<file path="config.mk">
export PLATFORM = sky130hd
export DESIGN_NAME = sss_shutter_sequencer
export DESIGN_NICKNAME = d
export VERILOG_FILES = /design/src/sss_pkg.sv /design/src/sss_shutter_sequencer.sv /design/src/sss_frame_slot.sv
export SDC_FILE = /design/constraint.sdc
export NUM_CORES = 2
export LEC_CHECK = 0
export ABC_AREA = 1
export BUFFER_PORTS_ARGS = -buffer_cell sky130_fd_sc_hd__buf_4
export CAP_MARGIN = 20
export CORE_UTILIZATION = 59
export CTS_CLUSTER_DIAMETER = 50
export DETAILED_ROUTE_END_ITERATION = 6
export GPL_ROUTABILITY_DRIVEN = 1
export PLACE_DENSITY = 0.8
export SLEW_MARGIN = 20
export SYNTH_ARGS = -nofsm -noshare
export SYNTH_HDL_FRONTEND = slang
export SYNTH_SLANG_ARGS = --single-unit
</file>
<file path="constraint.sdc">
create_clock -name clk_sys -period 7.7 [get_ports clk_sys]
set_input_delay 0.77 -clock clk_sys [delete_from_list [all_inputs] [get_ports clk_sys]]
set_output_delay 0.77 -clock clk_sys [all_outputs]
set_load 0.02 [all_outputs]
</file>
<file path="src/sss_pkg.sv">
package sss_pkg;
  // timeline and line index widths
  localparam int SSS_TW = 32; // cycle counter width
  localparam int SSS_LW = 16; // line index width
  localparam logic [SSS_LW-1:0] SSS_LINE_ONE = 16'h0001; // one line
  localparam logic [SSS_TW-1:0] SSS_T_ONE = 32'h0000_0001; // one cycle

  // register byte offsets on the avalon slave
  localparam logic [5:0] SSS_A_CTRL = 6'h00; // control bits
  localparam logic [5:0] SSS_A_EXPO = 6'h04; // exposure_duration_setting, cycles
  localparam logic [5:0] SSS_A_OFFS = 6'h08; // line temporal offset, cycles
  localparam logic [5:0] SSS_A_LINES = 6'h0C; // region_of_interest height
  localparam logic [5:0] SSS_A_ARM = 6'h10; // single-frame arm command
  localparam logic [5:0] SSS_A_STAT = 6'h14; // live status
  localparam logic [5:0] SSS_A_FCNT = 6'h18; // frames started
  localparam logic [5:0] SSS_A_DROP = 6'h1C; // triggers ignored

  // control and status field positions
  localparam int SSS_B_EN = 0; // acquisition enable
  localparam int SSS_B_CONT = 1; // continuous, else single frame
  localparam int SSS_B_OVL = 2; // overlap_enable
  localparam int SSS_B_REL = 3; // shutter_mode_select: 1 global reset release
  localparam int SSS_B_GLOB = 4; // global shutter sensor variant
  localparam int SSS_S_EXP = 2; // status: exposure active
  localparam int SSS_S_FLASH = 3; // status: flash window
  localparam int SSS_S_ARM = 4; // status: single frame armed

  // reset values
  localparam logic [31:0] SSS_CTRL_RST = 32'h0000_0000;
  localparam logic [31:0] SSS_EXPO_RST = 32'h0000_0100;
  localparam logic [31:0] SSS_OFFS_RST = 32'h0000_0010;
  localparam logic [31:0] SSS_LINES_RST = 32'h0000_0008;

  // shutter behaviour of one frame
  typedef enum logic [1:0] {
    SSS_STAG = 2'b00, // line-staggered rolling
    SSS_REL = 2'b01, // global reset, staggered release
    SSS_GLOB = 2'b10 // global shutter
  } sss_mode_t;

  typedef enum logic {
    SSS_IDLE = 1'b0,
    SSS_RUN = 1'b1
  } sss_state_t;

  // settings captured at frame start
  typedef struct packed {
    sss_mode_t mode;
    logic [SSS_TW-1:0] expo;
    logic [SSS_TW-1:0] offs;
    logic [SSS_TW-1:0] last; // time of last line read
    logic [SSS_LW-1:0] lines;
  } sss_cfg_t;

  // one line event toward the pixel array
  typedef struct packed {
    logic valid;
    logic [SSS_LW-1:0] idx;
  } sss_evt_t;
endpackage

</file>
<file path="src/sss_shutter_sequencer.sv">
`timescale 1ns/1ps
module sss_shutter_sequencer
(
  input wire logic clk_sys, // system clock, 250 MHz
  input wire logic rstn, // async reset, active low
  input wire logic [5:0] avs_address, // byte address
  input wire logic avs_read, // read request
  input wire logic avs_write, // write request
  input wire logic [31:0] avs_writedata, // write data
  input wire logic [3:0] avs_byteenable, // write byte lanes
  output logic [31:0] avs_readdata, // read data
  output logic avs_waitrequest, // stall the master
  input wire logic external_frame_start_trigger, // frame start pin, rising edge
  output logic exposure_active_out, // frame exposing
  output logic flash_window_out, // all lines open
  output logic frame_start_out, // pulse per accepted trigger
  output logic global_reset_out, // pulse: reset all lines
  output sss_pkg::sss_evt_t line_reset_out, // pulse: reset one line
  output sss_pkg::sss_evt_t line_read_out // pulse: read one line
);
  import sss_pkg::*;

  localparam int NS = 2; // frame slots, two allow one overlap

  // software visible state
  logic [31:0] ctrl; // control bits
  logic [31:0] expo; // exposure_duration_setting
  logic [31:0] offs; // line temporal offset
  logic [31:0] lines; // region_of_interest height
  logic single_arm; // one frame allowed in single mode
  logic [31:0] frame_cnt; // accepted frames
  logic [31:0] drop_cnt; // ignored triggers
  logic [31:0] rd_mux; // read data selection

  // bus handshake
  logic req; // any request
  logic served; // second cycle of an access
  logic rd_go; // capture read data
  logic wr_go; // commit write

  // trigger synchroniser
  logic trig_s1; // first stage, only feeds trig_s2
  logic trig_s2; // synchronised level
  logic trig_q; // delayed level for edge detect
  logic trig_edge; // rising edge of trigger

  // slot interface
  logic [NS-1:0] busy; // slot running
  logic [NS-1:0] start; // slot start pulse
  logic [NS-1:0] exposing; // slot exposing
  logic [NS-1:0] all_open; // slot flash window
  logic [NS-1:0] shared; // slot past exposure phase
  logic [NS-1:0] greset; // slot global reset
  sss_evt_t rs_ev [NS]; // slot line resets
  sss_evt_t rd_ev [NS]; // slot line reads
  logic [SSS_TW-1:0] rem [NS]; // slot cycles to last read

  // frame launch
  sss_cfg_t cfg_new; // settings for next frame
  sss_mode_t mode_sel; // decoded shutter mode
  logic [SSS_LW-1:0] ln; // clamped line count
  logic [SSS_TW+SSS_LW-1:0] prod; // readout span
  logic ovl_ok; // overlap permitted now
  logic armed; // acquisition ready for a trigger
  logic can_start; // a slot can take the frame
  logic tgt; // slot that takes the frame
  logic take; // trigger accepted

  // merge new write data under byte enables
  function automatic logic [31:0] be_merge(input logic [31:0] old, input logic [31:0] wd,
                                           input logic [3:0] be);
    logic [31:0] r;
    r = old;
    for (int i = 0; i < 4; i++)
    begin
      if (be[i])
      begin
        r[i*8 +: 8] = wd[i*8 +: 8];
      end
    end
    return r;
  endfunction

  // zero durations would stack events in one cycle
  function automatic logic [SSS_TW-1:0] at_least_one(input logic [31:0] v);
    return (v == '0) ? SSS_T_ONE : v;
  endfunction

  // pick whichever slot has an event; slots never collide
  function automatic sss_evt_t evt_pick(input sss_evt_t a, input sss_evt_t b);
    return a.valid ? a : b;
  endfunction

  // avalon handshake: every access waits exactly one cycle
  assign req = avs_read || avs_write;
  assign avs_waitrequest = req && !served;
  assign rd_go = avs_read && !served;
  assign wr_go = avs_write && served;

  always_ff @(posedge clk_sys or negedge rstn)
  begin
    if (!rstn)
    begin
      served <= 1'b0;
    end
    else
    begin
      served <= req && !served;
    end
  end

  // read data selection, unmapped reads give zero
  always_comb
  begin
    rd_mux = '0;
    if (avs_address == SSS_A_CTRL)
    begin
      rd_mux = ctrl;
    end
    else if (avs_address == SSS_A_EXPO)
    begin
      rd_mux = expo;
    end
    else if (avs_address == SSS_A_OFFS)
    begin
      rd_mux = offs;
    end
    else if (avs_address == SSS_A_LINES)
    begin
      rd_mux = lines;
    end
    else if (avs_address == SSS_A_STAT)
    begin
      rd_mux[NS-1:0] = busy;
      rd_mux[SSS_S_EXP] = exposure_active_out;
      rd_mux[SSS_S_FLASH] = flash_window_out;
      rd_mux[SSS_S_ARM] = single_arm;
    end
    else if (avs_address == SSS_A_FCNT)
    begin
      rd_mux = frame_cnt;
    end
    else if (avs_address == SSS_A_DROP)
    begin
      rd_mux = drop_cnt;
    end
  end

  // read data register, holds until the next read
  always_ff @(posedge clk_sys or negedge rstn)
  begin
    if (!rstn)
    begin
      avs_readdata <= '0;
    end
    else if (rd_go)
    begin
      avs_readdata <= rd_mux;
    end
  end

  // configuration registers, unmapped writes dropped
  always_ff @(posedge clk_sys or negedge rstn)
  begin
    if (!rstn)
    begin
      ctrl <= SSS_CTRL_RST;
      expo <= SSS_EXPO_RST;
      offs <= SSS_OFFS_RST;
      lines <= SSS_LINES_RST;
    end
    else if (wr_go)
    begin
      if (avs_address == SSS_A_CTRL)
      begin
        ctrl <= be_merge(ctrl, avs_writedata, avs_byteenable);
      end
      else if (avs_address == SSS_A_EXPO)
      begin
        expo <= be_merge(expo, avs_writedata, avs_byteenable);
      end
      else if (avs_address == SSS_A_OFFS)
      begin
        offs <= be_merge(offs, avs_writedata, avs_byteenable);
      end
      else if (avs_address == SSS_A_LINES)
      begin
        lines <= be_merge(lines, avs_writedata, avs_byteenable);
      end
    end
  end

  // single frame arm: a write setting it beats the frame clearing it
  always_ff @(posedge clk_sys or negedge rstn)
  begin
    if (!rstn)
    begin
      single_arm <= 1'b0;
    end
    else if (wr_go && (avs_address == SSS_A_ARM) && avs_byteenable[0] && avs_writedata[0])
    begin
      single_arm <= 1'b1;
    end
    else if (take && !ctrl[SSS_B_CONT])
    begin
      single_arm <= 1'b0;
    end
  end

  // trigger pin: two stages before any logic looks at it
  always_ff @(posedge clk_sys or negedge rstn)
  begin
    if (!rstn)
    begin
      trig_s1 <= 1'b0;
      trig_s2 <= 1'b0;
      trig_q <= 1'b0;
    end
    else
    begin
      trig_s1 <= external_frame_start_trigger;
      trig_s2 <= trig_s1;
      trig_q <= trig_s2;
    end
  end

  assign trig_edge = trig_s2 && !trig_q;

  // shutter variant and rolling mode decode
  assign mode_sel = ctrl[SSS_B_GLOB] ? SSS_GLOB : (ctrl[SSS_B_REL] ? SSS_REL : SSS_STAG);
  assign ln = (lines[SSS_LW-1:0] == '0) ? SSS_LINE_ONE : lines[SSS_LW-1:0];
  assign prod = (ln - SSS_LINE_ONE) * at_least_one(offs);
  assign cfg_new.mode = mode_sel;
  assign cfg_new.expo = at_least_one(expo);
  assign cfg_new.offs = at_least_one(offs);
  assign cfg_new.lines = ln;
  assign cfg_new.last = cfg_new.expo + prod[SSS_TW-1:0];

  // release mode never overlaps, single frame never overlaps
  assign ovl_ok = ctrl[SSS_B_CONT] && ctrl[SSS_B_OVL] && (mode_sel != SSS_REL);
  assign armed = ctrl[SSS_B_EN] && (ctrl[SSS_B_CONT] || single_arm);

  // slot choice; a busy slot still in its exposure phase blocks
  always_comb
  begin
    can_start = 1'b0;
    tgt = 1'b0;
    if (busy == '0)
    begin
      can_start = 1'b1;
    end
    else if (busy == 2'b01)
    begin
      // new first read must land after the old last read
      can_start = ovl_ok && shared[0] && (rem[0] < cfg_new.expo);
      tgt = 1'b1;
    end
    else if (busy == 2'b10)
    begin
      can_start = ovl_ok && shared[1] && (rem[1] < cfg_new.expo);
    end
  end

  assign take = trig_edge && armed && can_start;
  assign start = take ? (tgt ? 2'b10 : 2'b01) : 2'b00;

  // frame timelines
  genvar g;
  generate
    for (g = 0; g < NS; g++)
    begin : g_slot
      sss_frame_slot u_slot
      (
        .clk_sys(clk_sys),
        .rstn(rstn),
        .start(start[g]),
        .cfg_in(cfg_new),
        .busy(busy[g]),
        .exposing(exposing[g]),
        .all_open(all_open[g]),
        .shared(shared[g]),
        .greset(greset[g]),
        .rs_ev(rs_ev[g]),
        .rd_ev(rd_ev[g]),
        .rem(rem[g])
      );
    end
  endgenerate

  // registered outputs toward the pixel array
  always_ff @(posedge clk_sys or negedge rstn)
  begin
    if (!rstn)
    begin
      exposure_active_out <= 1'b0;
      flash_window_out <= 1'b0;
      frame_start_out <= 1'b0;
      global_reset_out <= 1'b0;
      line_reset_out <= '0;
      line_read_out <= '0;
    end
    else
    begin
      exposure_active_out <= |exposing;
      flash_window_out <= |all_open;
      frame_start_out <= take;
      global_reset_out <= |greset;
      line_reset_out <= evt_pick(rs_ev[0], rs_ev[1]);
      line_read_out <= evt_pick(rd_ev[0], rd_ev[1]);
    end
  end

  // frame and ignored trigger counters
  always_ff @(posedge clk_sys or negedge rstn)
  begin
    if (!rstn)
    begin
      frame_cnt <= '0;
      drop_cnt <= '0;
    end
    else if (take)
    begin
      frame_cnt <= frame_cnt + 32'h0000_0001;
    end
    else if (trig_edge)
    begin
      drop_cnt <= drop_cnt + 32'h0000_0001;
    end
  end
endmodule // sss_shutter_sequencer

</file>
<file path="src/sss_frame_slot.sv">
`timescale 1ns/1ps
module sss_frame_slot
(
  input wire logic clk_sys, // system clock
  input wire logic rstn, // async reset, active low
  input wire logic start, // one-cycle frame start, only when idle
  input wire sss_pkg::sss_cfg_t cfg_in, // settings for the new frame
  output logic busy, // frame in progress
  output logic exposing, // some line of this frame exposing
  output logic all_open, // every line open at once
  output logic shared, // exposure phase over, may overlap
  output logic greset, // reset all lines pulse
  output sss_pkg::sss_evt_t rs_ev, // single line reset pulse
  output sss_pkg::sss_evt_t rd_ev, // line read pulse
  output logic [sss_pkg::SSS_TW-1:0] rem // cycles to last read
);
  import sss_pkg::*;

  sss_state_t state; // slot state
  sss_cfg_t cfg; // latched settings
  logic [SSS_TW-1:0] t; // cycles since frame start
  logic [SSS_TW-1:0] rs_t; // time of next line reset
  logic [SSS_TW-1:0] rd_t; // time of next line read
  logic [SSS_LW-1:0] rs_i; // next line to reset
  logic [SSS_LW-1:0] rd_i; // next line to read
  logic [SSS_TW-1:0] last_read_t; // helper for checks only
  logic run; // running
  logic stag; // line-staggered rolling frame
  logic last_rd; // bottom line being read

  assign run = (state == SSS_RUN);
  assign busy = run;
  assign stag = (cfg.mode == SSS_STAG);
  // staggered resets only in rolling mode
  assign rs_ev.valid = run && stag && (t == rs_t) && (rs_i < cfg.lines);
  assign rs_ev.idx = rs_i;
  // every variant reads line i at expo + i * offs
  assign rd_ev.valid = run && (t == rd_t);
  assign rd_ev.idx = rd_i;
  assign last_rd = rd_ev.valid && (rd_i == cfg.lines - SSS_LINE_ONE);
  assign greset = run && !stag && (t == '0);
  assign rem = cfg.last - t;

  // exposure, flash window and overlap readiness per mode
  always_comb
  begin
    exposing = run;
    all_open = 1'b0;
    shared = 1'b0;
    case (cfg.mode)
      SSS_GLOB:
      begin
        exposing = run && (t < cfg.expo);
        all_open = exposing;
        shared = run && (t >= cfg.expo);
      end
      SSS_REL:
      begin
        all_open = run && (t < cfg.expo);
      end
      default:
      begin
        // empty if the last reset comes in the same cycle as the first read or after it
        all_open = run && (rs_i == cfg.lines) && (rd_i == '0);
        shared = run && (rs_i == cfg.lines);
      end
    endcase
  end

  // frame timeline
  always_ff @(posedge clk_sys or negedge rstn)
  begin
    if (!rstn)
    begin
      state <= SSS_IDLE;
      cfg <= '0;
      t <= '0;
      rs_t <= '0;
      rd_t <= '0;
      rs_i <= '0;
      rd_i <= '0;
    end
    else if (start)
    begin
      state <= SSS_RUN;
      cfg <= cfg_in;
      t <= '0;
      rs_t <= '0;
      rs_i <= '0;
      rd_t <= cfg_in.expo;
      rd_i <= '0;
    end
    else if (run)
    begin
      t <= t + SSS_T_ONE;
      if (rs_ev.valid)
      begin
        rs_i <= rs_i + SSS_LINE_ONE;
        rs_t <= rs_t + cfg.offs;
      end
      if (rd_ev.valid)
      begin
        rd_i <= rd_i + SSS_LINE_ONE;
        rd_t <= rd_t + cfg.offs;
      end
      if (last_rd)
      begin
        state <= SSS_IDLE;
      end
    end
  end

  // time of the previous read, for checks
  always_ff @(posedge clk_sys or negedge rstn)
  begin
    if (!rstn)
    begin
      last_read_t <= '0;
    end
    else if (rd_ev.valid)
    begin
      last_read_t <= t;
    end
  end
endmodule // sss_frame_slot

</file>
Word-level counts from Yosys, hierarchy flattened
Index checks and enable logic that the tools add are counted.
Operators by class
  add/subtract/negate cells: 18
  multipliers: 1
  order comparisons: 8
  equality and inequality tests: 22
  muxes and demuxes: 64
  bitwise operators: 4
  reduce and logical (&&, ||, !) cells: 90
Operators by type and width (count)
  32-bit 2-to-1 mux: 24
  16-bit 2-to-1 mux: 13
  32-bit adder: 5
  32-bit by 1-bit adder with 32-bit output, second input constant: 4
  32-bit == test: 4
  32-bit zero test: 4
  32-bit < comparator: 4
  16-bit by 1-bit adder with 16-bit output, second input constant: 4
  16-bit == test: 4
  32-bit greater-or-equal comparator: 2
  32-bit subtractor: 2
  16-bit zero test: 3
  1-bit logical AND: 39
  17-bit 2-to-1 mux: 2
  17-bit by 33-bit multiplier with 32-bit output: 1
  16-bit < comparator: 2
  16-bit by 1-bit subtractor with 16-bit output, second input constant: 2
  27-bit 2-to-1 mux: 1
  6-bit by 5-bit == test with 1-bit output, second input constant: 4
  6-bit AND reduction: 4
  5-bit AND reduction: 4
  1-bit 2-to-1 mux: 18
  16-bit by 1-bit subtractor with 17-bit output, second input constant: 1
  4-bit AND reduction: 4
  17 further kinds: 52
Word-level totals
  register bits after elaboration: 753
  word-level logic and storage cells: 261

Depth between registers and ports, before layout
  word-level depth: 13
  gate-level depth with buffers: 40
  depth with buffers taken out: 40

By module
From an unflattened synthesis, not the netlist that was laid out.
Unflattened totals
  cell total of the unflattened synthesis: 9725
  area total of the unflattened synthesis: 68388.1 um^2
Modules (own cells, without submodules)
  sss_shutter_sequencer: instances 1, cells an instance 3605, area an instance 28015.6 um^2
  sss_frame_slot at g_slot[0].u_slot: instances 1, cells an instance 3069, area an instance 20240.7 um^2
  sss_frame_slot at g_slot[1].u_slot: instances 1, cells an instance 3051, area an instance 20131.8 um^2

Worst setup path before layout
OpenSTA, ideal clock, no wires.
  kind: register to register
  from: register lines[10]
  to: register g_slot[0].u_slot.cfg[40] in the netlist's numbering
  library setup time: 0.117 ns
  arrival time: 7.026 ns
  required time: 7.583 ns
  setup slack: 0.557 ns
  cell stages (with the launch flop): 34
  path buffers: 1
  clock period less this slack: 7.143 ns
  path through: dfrtp_1 > nor2_1 > nand2_1 > nor2_2 > nand2_1 > nand2_1 > inv_2 > ha_1 > xor2_1 > clkbuf_1 > nand2_1 > fa_1 > inv_1 > fa_1 > inv_1 > fa_1 > inv_1 > fa_1 > inv_1 > fa_1 > inv_1 > fa_1 > ha_1 > nand2_1 > inv_1 > nand2_1 > nand2_1 > a221oi_1 > o21ai_0 > a21oi_1 > o21ai_0 > xor2_1 > nand2_1 > nand2_1
On the way
  longest elaborated chain between the ends: 5
RTL lines
  from (decl): RTL line sss_shutter_sequencer.sv:29  | logic [31:0] lines;
  from (signal assigned): RTL line sss_shutter_sequencer.sv:188  | lines <= be_merge(lines, avs_writedata, avs_byteenable);
  16-bit zero test: RTL line sss_shutter_sequencer.sv:231  | assign ln = (lines[SSS_LW-1:0] == '0) ? SSS_LINE_ONE : lines[SSS_LW-1:0];
  16-bit 2-to-1 mux *: RTL line sss_shutter_sequencer.sv:231
  16-bit by 1-bit subtractor with 17-bit output *: RTL line sss_shutter_sequencer.sv:232  | assign prod = (ln - SSS_LINE_ONE) * at_least_one(offs);
  17-bit by 33-bit multiplier with 32-bit output *: RTL line sss_shutter_sequencer.sv:232
  32-bit adder *: RTL line sss_shutter_sequencer.sv:237  | assign cfg_new.last = cfg_new.expo + prod[SSS_TW-1:0];
  to (signal assigned): RTL line sss_frame_slot.sv:86  | cfg <= cfg_in;
  to (decl): RTL line sss_frame_slot.sv:20  | sss_cfg_t cfg;
Mark *: on every way between the ends. The rest lies on a longest branch, timed or not.
A chain may end at the register's enable or synchronous reset.

Final worst setup path
  from: register lines[13]
  to: register g_slot[0].u_slot.cfg[33] in the netlist's numbering
Same word-level chain as after synthesis.

==> impl_metrics.ini <==
[final_layout]
fin_area_um2 = 71000
utilization_pct = 66.4
fill_cells = 9235
fin_nets = 9444
stdcell_count = 10100
drive_gt1_share_pct = 7.92
area_growth_pct = 11.6

[critical_path]
worst_ep_arrival_time_ns = 7.98
r2r_slack_ns = 0.36
cp_top_family = adder cells
worst-setup-path-type = flip-flop to flip-flop
start_kind = flip-flop
critPathCaptureType = flip-flop
max_stage_delay_ns = 0.57
required_ns = 8.34
cp_slowest_cell = fa_1
path_max_fanout = 19
cp_num_buf_inv = 9

[placed_design]
port_buffers = 117
dp_hpwl_um = 188000
dp.cells = 9866
postPlaceCellArea_um2 = 66800
globalplace.congestion = 1.07

[synth]
yosys_warnings = 0
synthDistinctLibCells = 68
syn-cell-area_um2 = 63600
syn_area_per_cell_um2 = 7.56
synth-seq-area-share_pct = 29.6
async_flop_share_pct = 100
synth_edf_count = 0
syn_nets = 9270
synthTopCellsByArea = dfrtp_1, nand2_1, fa_1
yosysTopAreaCell = dfrtp_1
ys_ff_latch = 753
synthCells = 8409
synth_ff_type = dfrtp_1
synth_top_area_share_pct = 29.5

[floorplanning]
row_count = 120
core_area_um2 = 107000
die_area_um2 = 109000
fp.dieH_um = 330
start_util_pct = 59.5
fp.dieW_um = 330
pin_count = 118

[global_route]
grt_start_max_net_pins = 132
grt_pass1_vias = 58729
grt.total_usage_pct = 44.8
antenna_found_initial = 21
grt_pass1_wl_um = 363000
grt_remaining_overflow = 0

[power_and_ir_drop]
switching_power_mw = 6.97
power_leakage_nw = 36.7
sw_frac_of_total_pct = 41.2
power_density_nw_per_um2 = 238
power_mw = 16.9
p_seq_share_pct = 26.0
p_int_mw = 9.94
peakVddDrop_mv = 0.193
pwr-share-comb_pct = 42.0
pwr-share-clk_pct = 32.0

[clocking]
clk_pin_slew_worst_paths_ns = 0.06
ctsHtreeMaxLevel = 3
clock_latency_ns = 0.75
cts_sinks = 753
cts_root_buf = clkbuf_16
clk_path_buf_depth = 3
numCtsBuffers = 109
cts_tree = yes

[timing]
setup_viol = 0
clock_skew_ns = 0.0865
hold_viol = 0
tightest_slew_ns = 1.12
slew_headroom_pct = 25.6
fin_crit_ns = 7.34
fin_crit_sh_pct = 95.3
fmax_mhz = 136
finalMaxSlewViolations = 0

[drt]
wl_per_cell_um = 24.2
drtAntennaViolNets = 0
route.detailed.drc = 1
viasPerCell = 6.12
drt_first_pass_iters = 7
drtIter0Drc = 7423
drt_wl_total_um = 244000
vias = 61790

[status]
status = complete, but fails checks
violations = design-rule violations

[flow_run]
maxCapViolations = 0

[worst_hold_path]
hold_class = input pin to asynchronous set/reset pin
## logic make-up (layout without fill, tap and decap cells)
| group | count (synthesis) | count (layout) | share of synthesized area [%] |
|---|---|---|---|
| AOI/OAI and AO/OA | 1316 | 1316 | 11.6 |
| xor gates and xnor gates | 390 | 390 | 5.39 |
| adders and majority gates | 814 | 814 | 20.2 |
| buffers and inverters | 1665 | 1933 | 10.1 |
| DFF | 753 | 753 | 29.6 |
| other | 0 | 20 | 0 |
| and+or+nand+nor | 3471 | 3471 | 23.0 |
## metrics by stage
step	hold WS (ns)	setup TNS (ns)	setup WS, ns
after floorplan	0.331	0	0.557
after global placement	0.337	0	0.324
after detailed placement	0.350	0	0.164
after CTS	0.0947	0	0.0651
after global routing	0.129	-0.00251	-0.00251
final	0.0702	0	0.362
## sequential cells by signal (all words and copies together), names as in the netlist, 64 cells and up
| signal | count |
|---|---|
| g_slot.u_slot.cfg | 228 |
| g_slot.u_slot.rs_t | 64 |
| g_slot.u_slot.t | 64 |
| g_slot.u_slot.rd_t | 64 |
## final cells by class
type / instances / area (um^2) / share of cell area, %
clock inverter: 73 / 980 / 1.38
multi-input combinational: 5991 / 38400 / 54.2
antenna: 20 / 50.0 / 0.0705
inverter: 1385 / 5210 / 7.34
clock buffer: 132 / 2960 / 4.16
tap: 1403 / 1760 / 2.47
timing repair buffer: 343 / 2740 / 3.86
sequential: 753 / 18800 / 26.6
## path summary, 6_finish.rpt
check | startpoint | end | cells after the start
worst max-delay path | lines[13] | g_slot[0].u_slot.cfg[33] | 33
worst min-delay path | rstn | g_slot[0].u_slot.rs_t[20] | 1
worst max register to register | lines[13] | g_slot[0].u_slot.cfg[33] | 33
worst min register to register | trig_s1 | trig_s2 | 0
max in group asynchronous | rstn | lines[10] | 3
min in group clk_sys | external_frame_start_trigger | trig_s1 | 1
## cells in the mapped netlist (all sizes together), types with 35 or more instances
cell type	number
ha	459
xnor2	112
inv	1361
xor2	277
o211ai	35
o21ai	699
fa	355
nand4	175
o22ai	40
nand2	2070
nor2	546
buf	98
clkbuf	182
or2	39
nor4	87
nand3	389
dfrtp	750
a21oi	366
a221oi	41
nor3	130
## cells in the final DEF, fill, tap and decap left out, types with 11 or more instances in the layout
master / n
inv_6: 18
a211oi_1: 14
nor3_1: 124
o21ai_2: 18
fa_1: 355
clkbuf_16: 111
buf_4: 329
nor2_1: 535
bufinv_16: 14
nand3_1: 384
nand3b_1: 15
diode_2: 20
a21boi_0: 13
inv_2: 25
a21o_1: 13
xor2_1: 277
o21ai_1: 107
nand2_1: 2057
nor4_1: 85
clkbuf_8: 12
a21oi_1: 365
o21bai_1: 15
or2_2: 36
o211ai_2: 12
inv_1: 1333
nand2_2: 12
clkinv_1: 23
xnor2_1: 112
clkinvlp_4: 14
ha_1: 455
o22ai_1: 40
a31oi_1: 16
o2111ai_1: 15
o21ai_0: 574
a221oi_1: 40
o21a_1: 17
dfrtp_1: 750
buf_12: 11
nand4_1: 175
o211ai_1: 23
## what timing repair did
| item | CTS | global route |
|---|---|---|
| hold buffers | 0 | 0 |
| gates resized for setup | 0 | 30 |
| endpoints found under the setup margin | 0 | 32 |
| hold endpoints to repair | 0 | 0 |
| buffers inserted | 0 | 8 |
## layer usage
layer  vias to the layer above  GRT usage (%)  routed length [um]
li1                      27413              -                   -
met1                     29388           57.8               91400
met2                      3947           66.0              103000
met3                      1028           11.7               30200
met4                        14           30.5               19700
met5                         -              0                 143
## power groups by stage
stage                     registers (mW)  logic, mW  clock network (mW)
after floorplan                     4.34       4.46                   0
after global placement              4.45       6.57                   0
after detailed placement            4.45       6.72                   0
after CTS                           4.39       6.77                5.42
after global routing                4.40       7.79                5.58
final                               4.40       7.10                5.42
No activity file was read; power rests on OpenSTA's default activity.
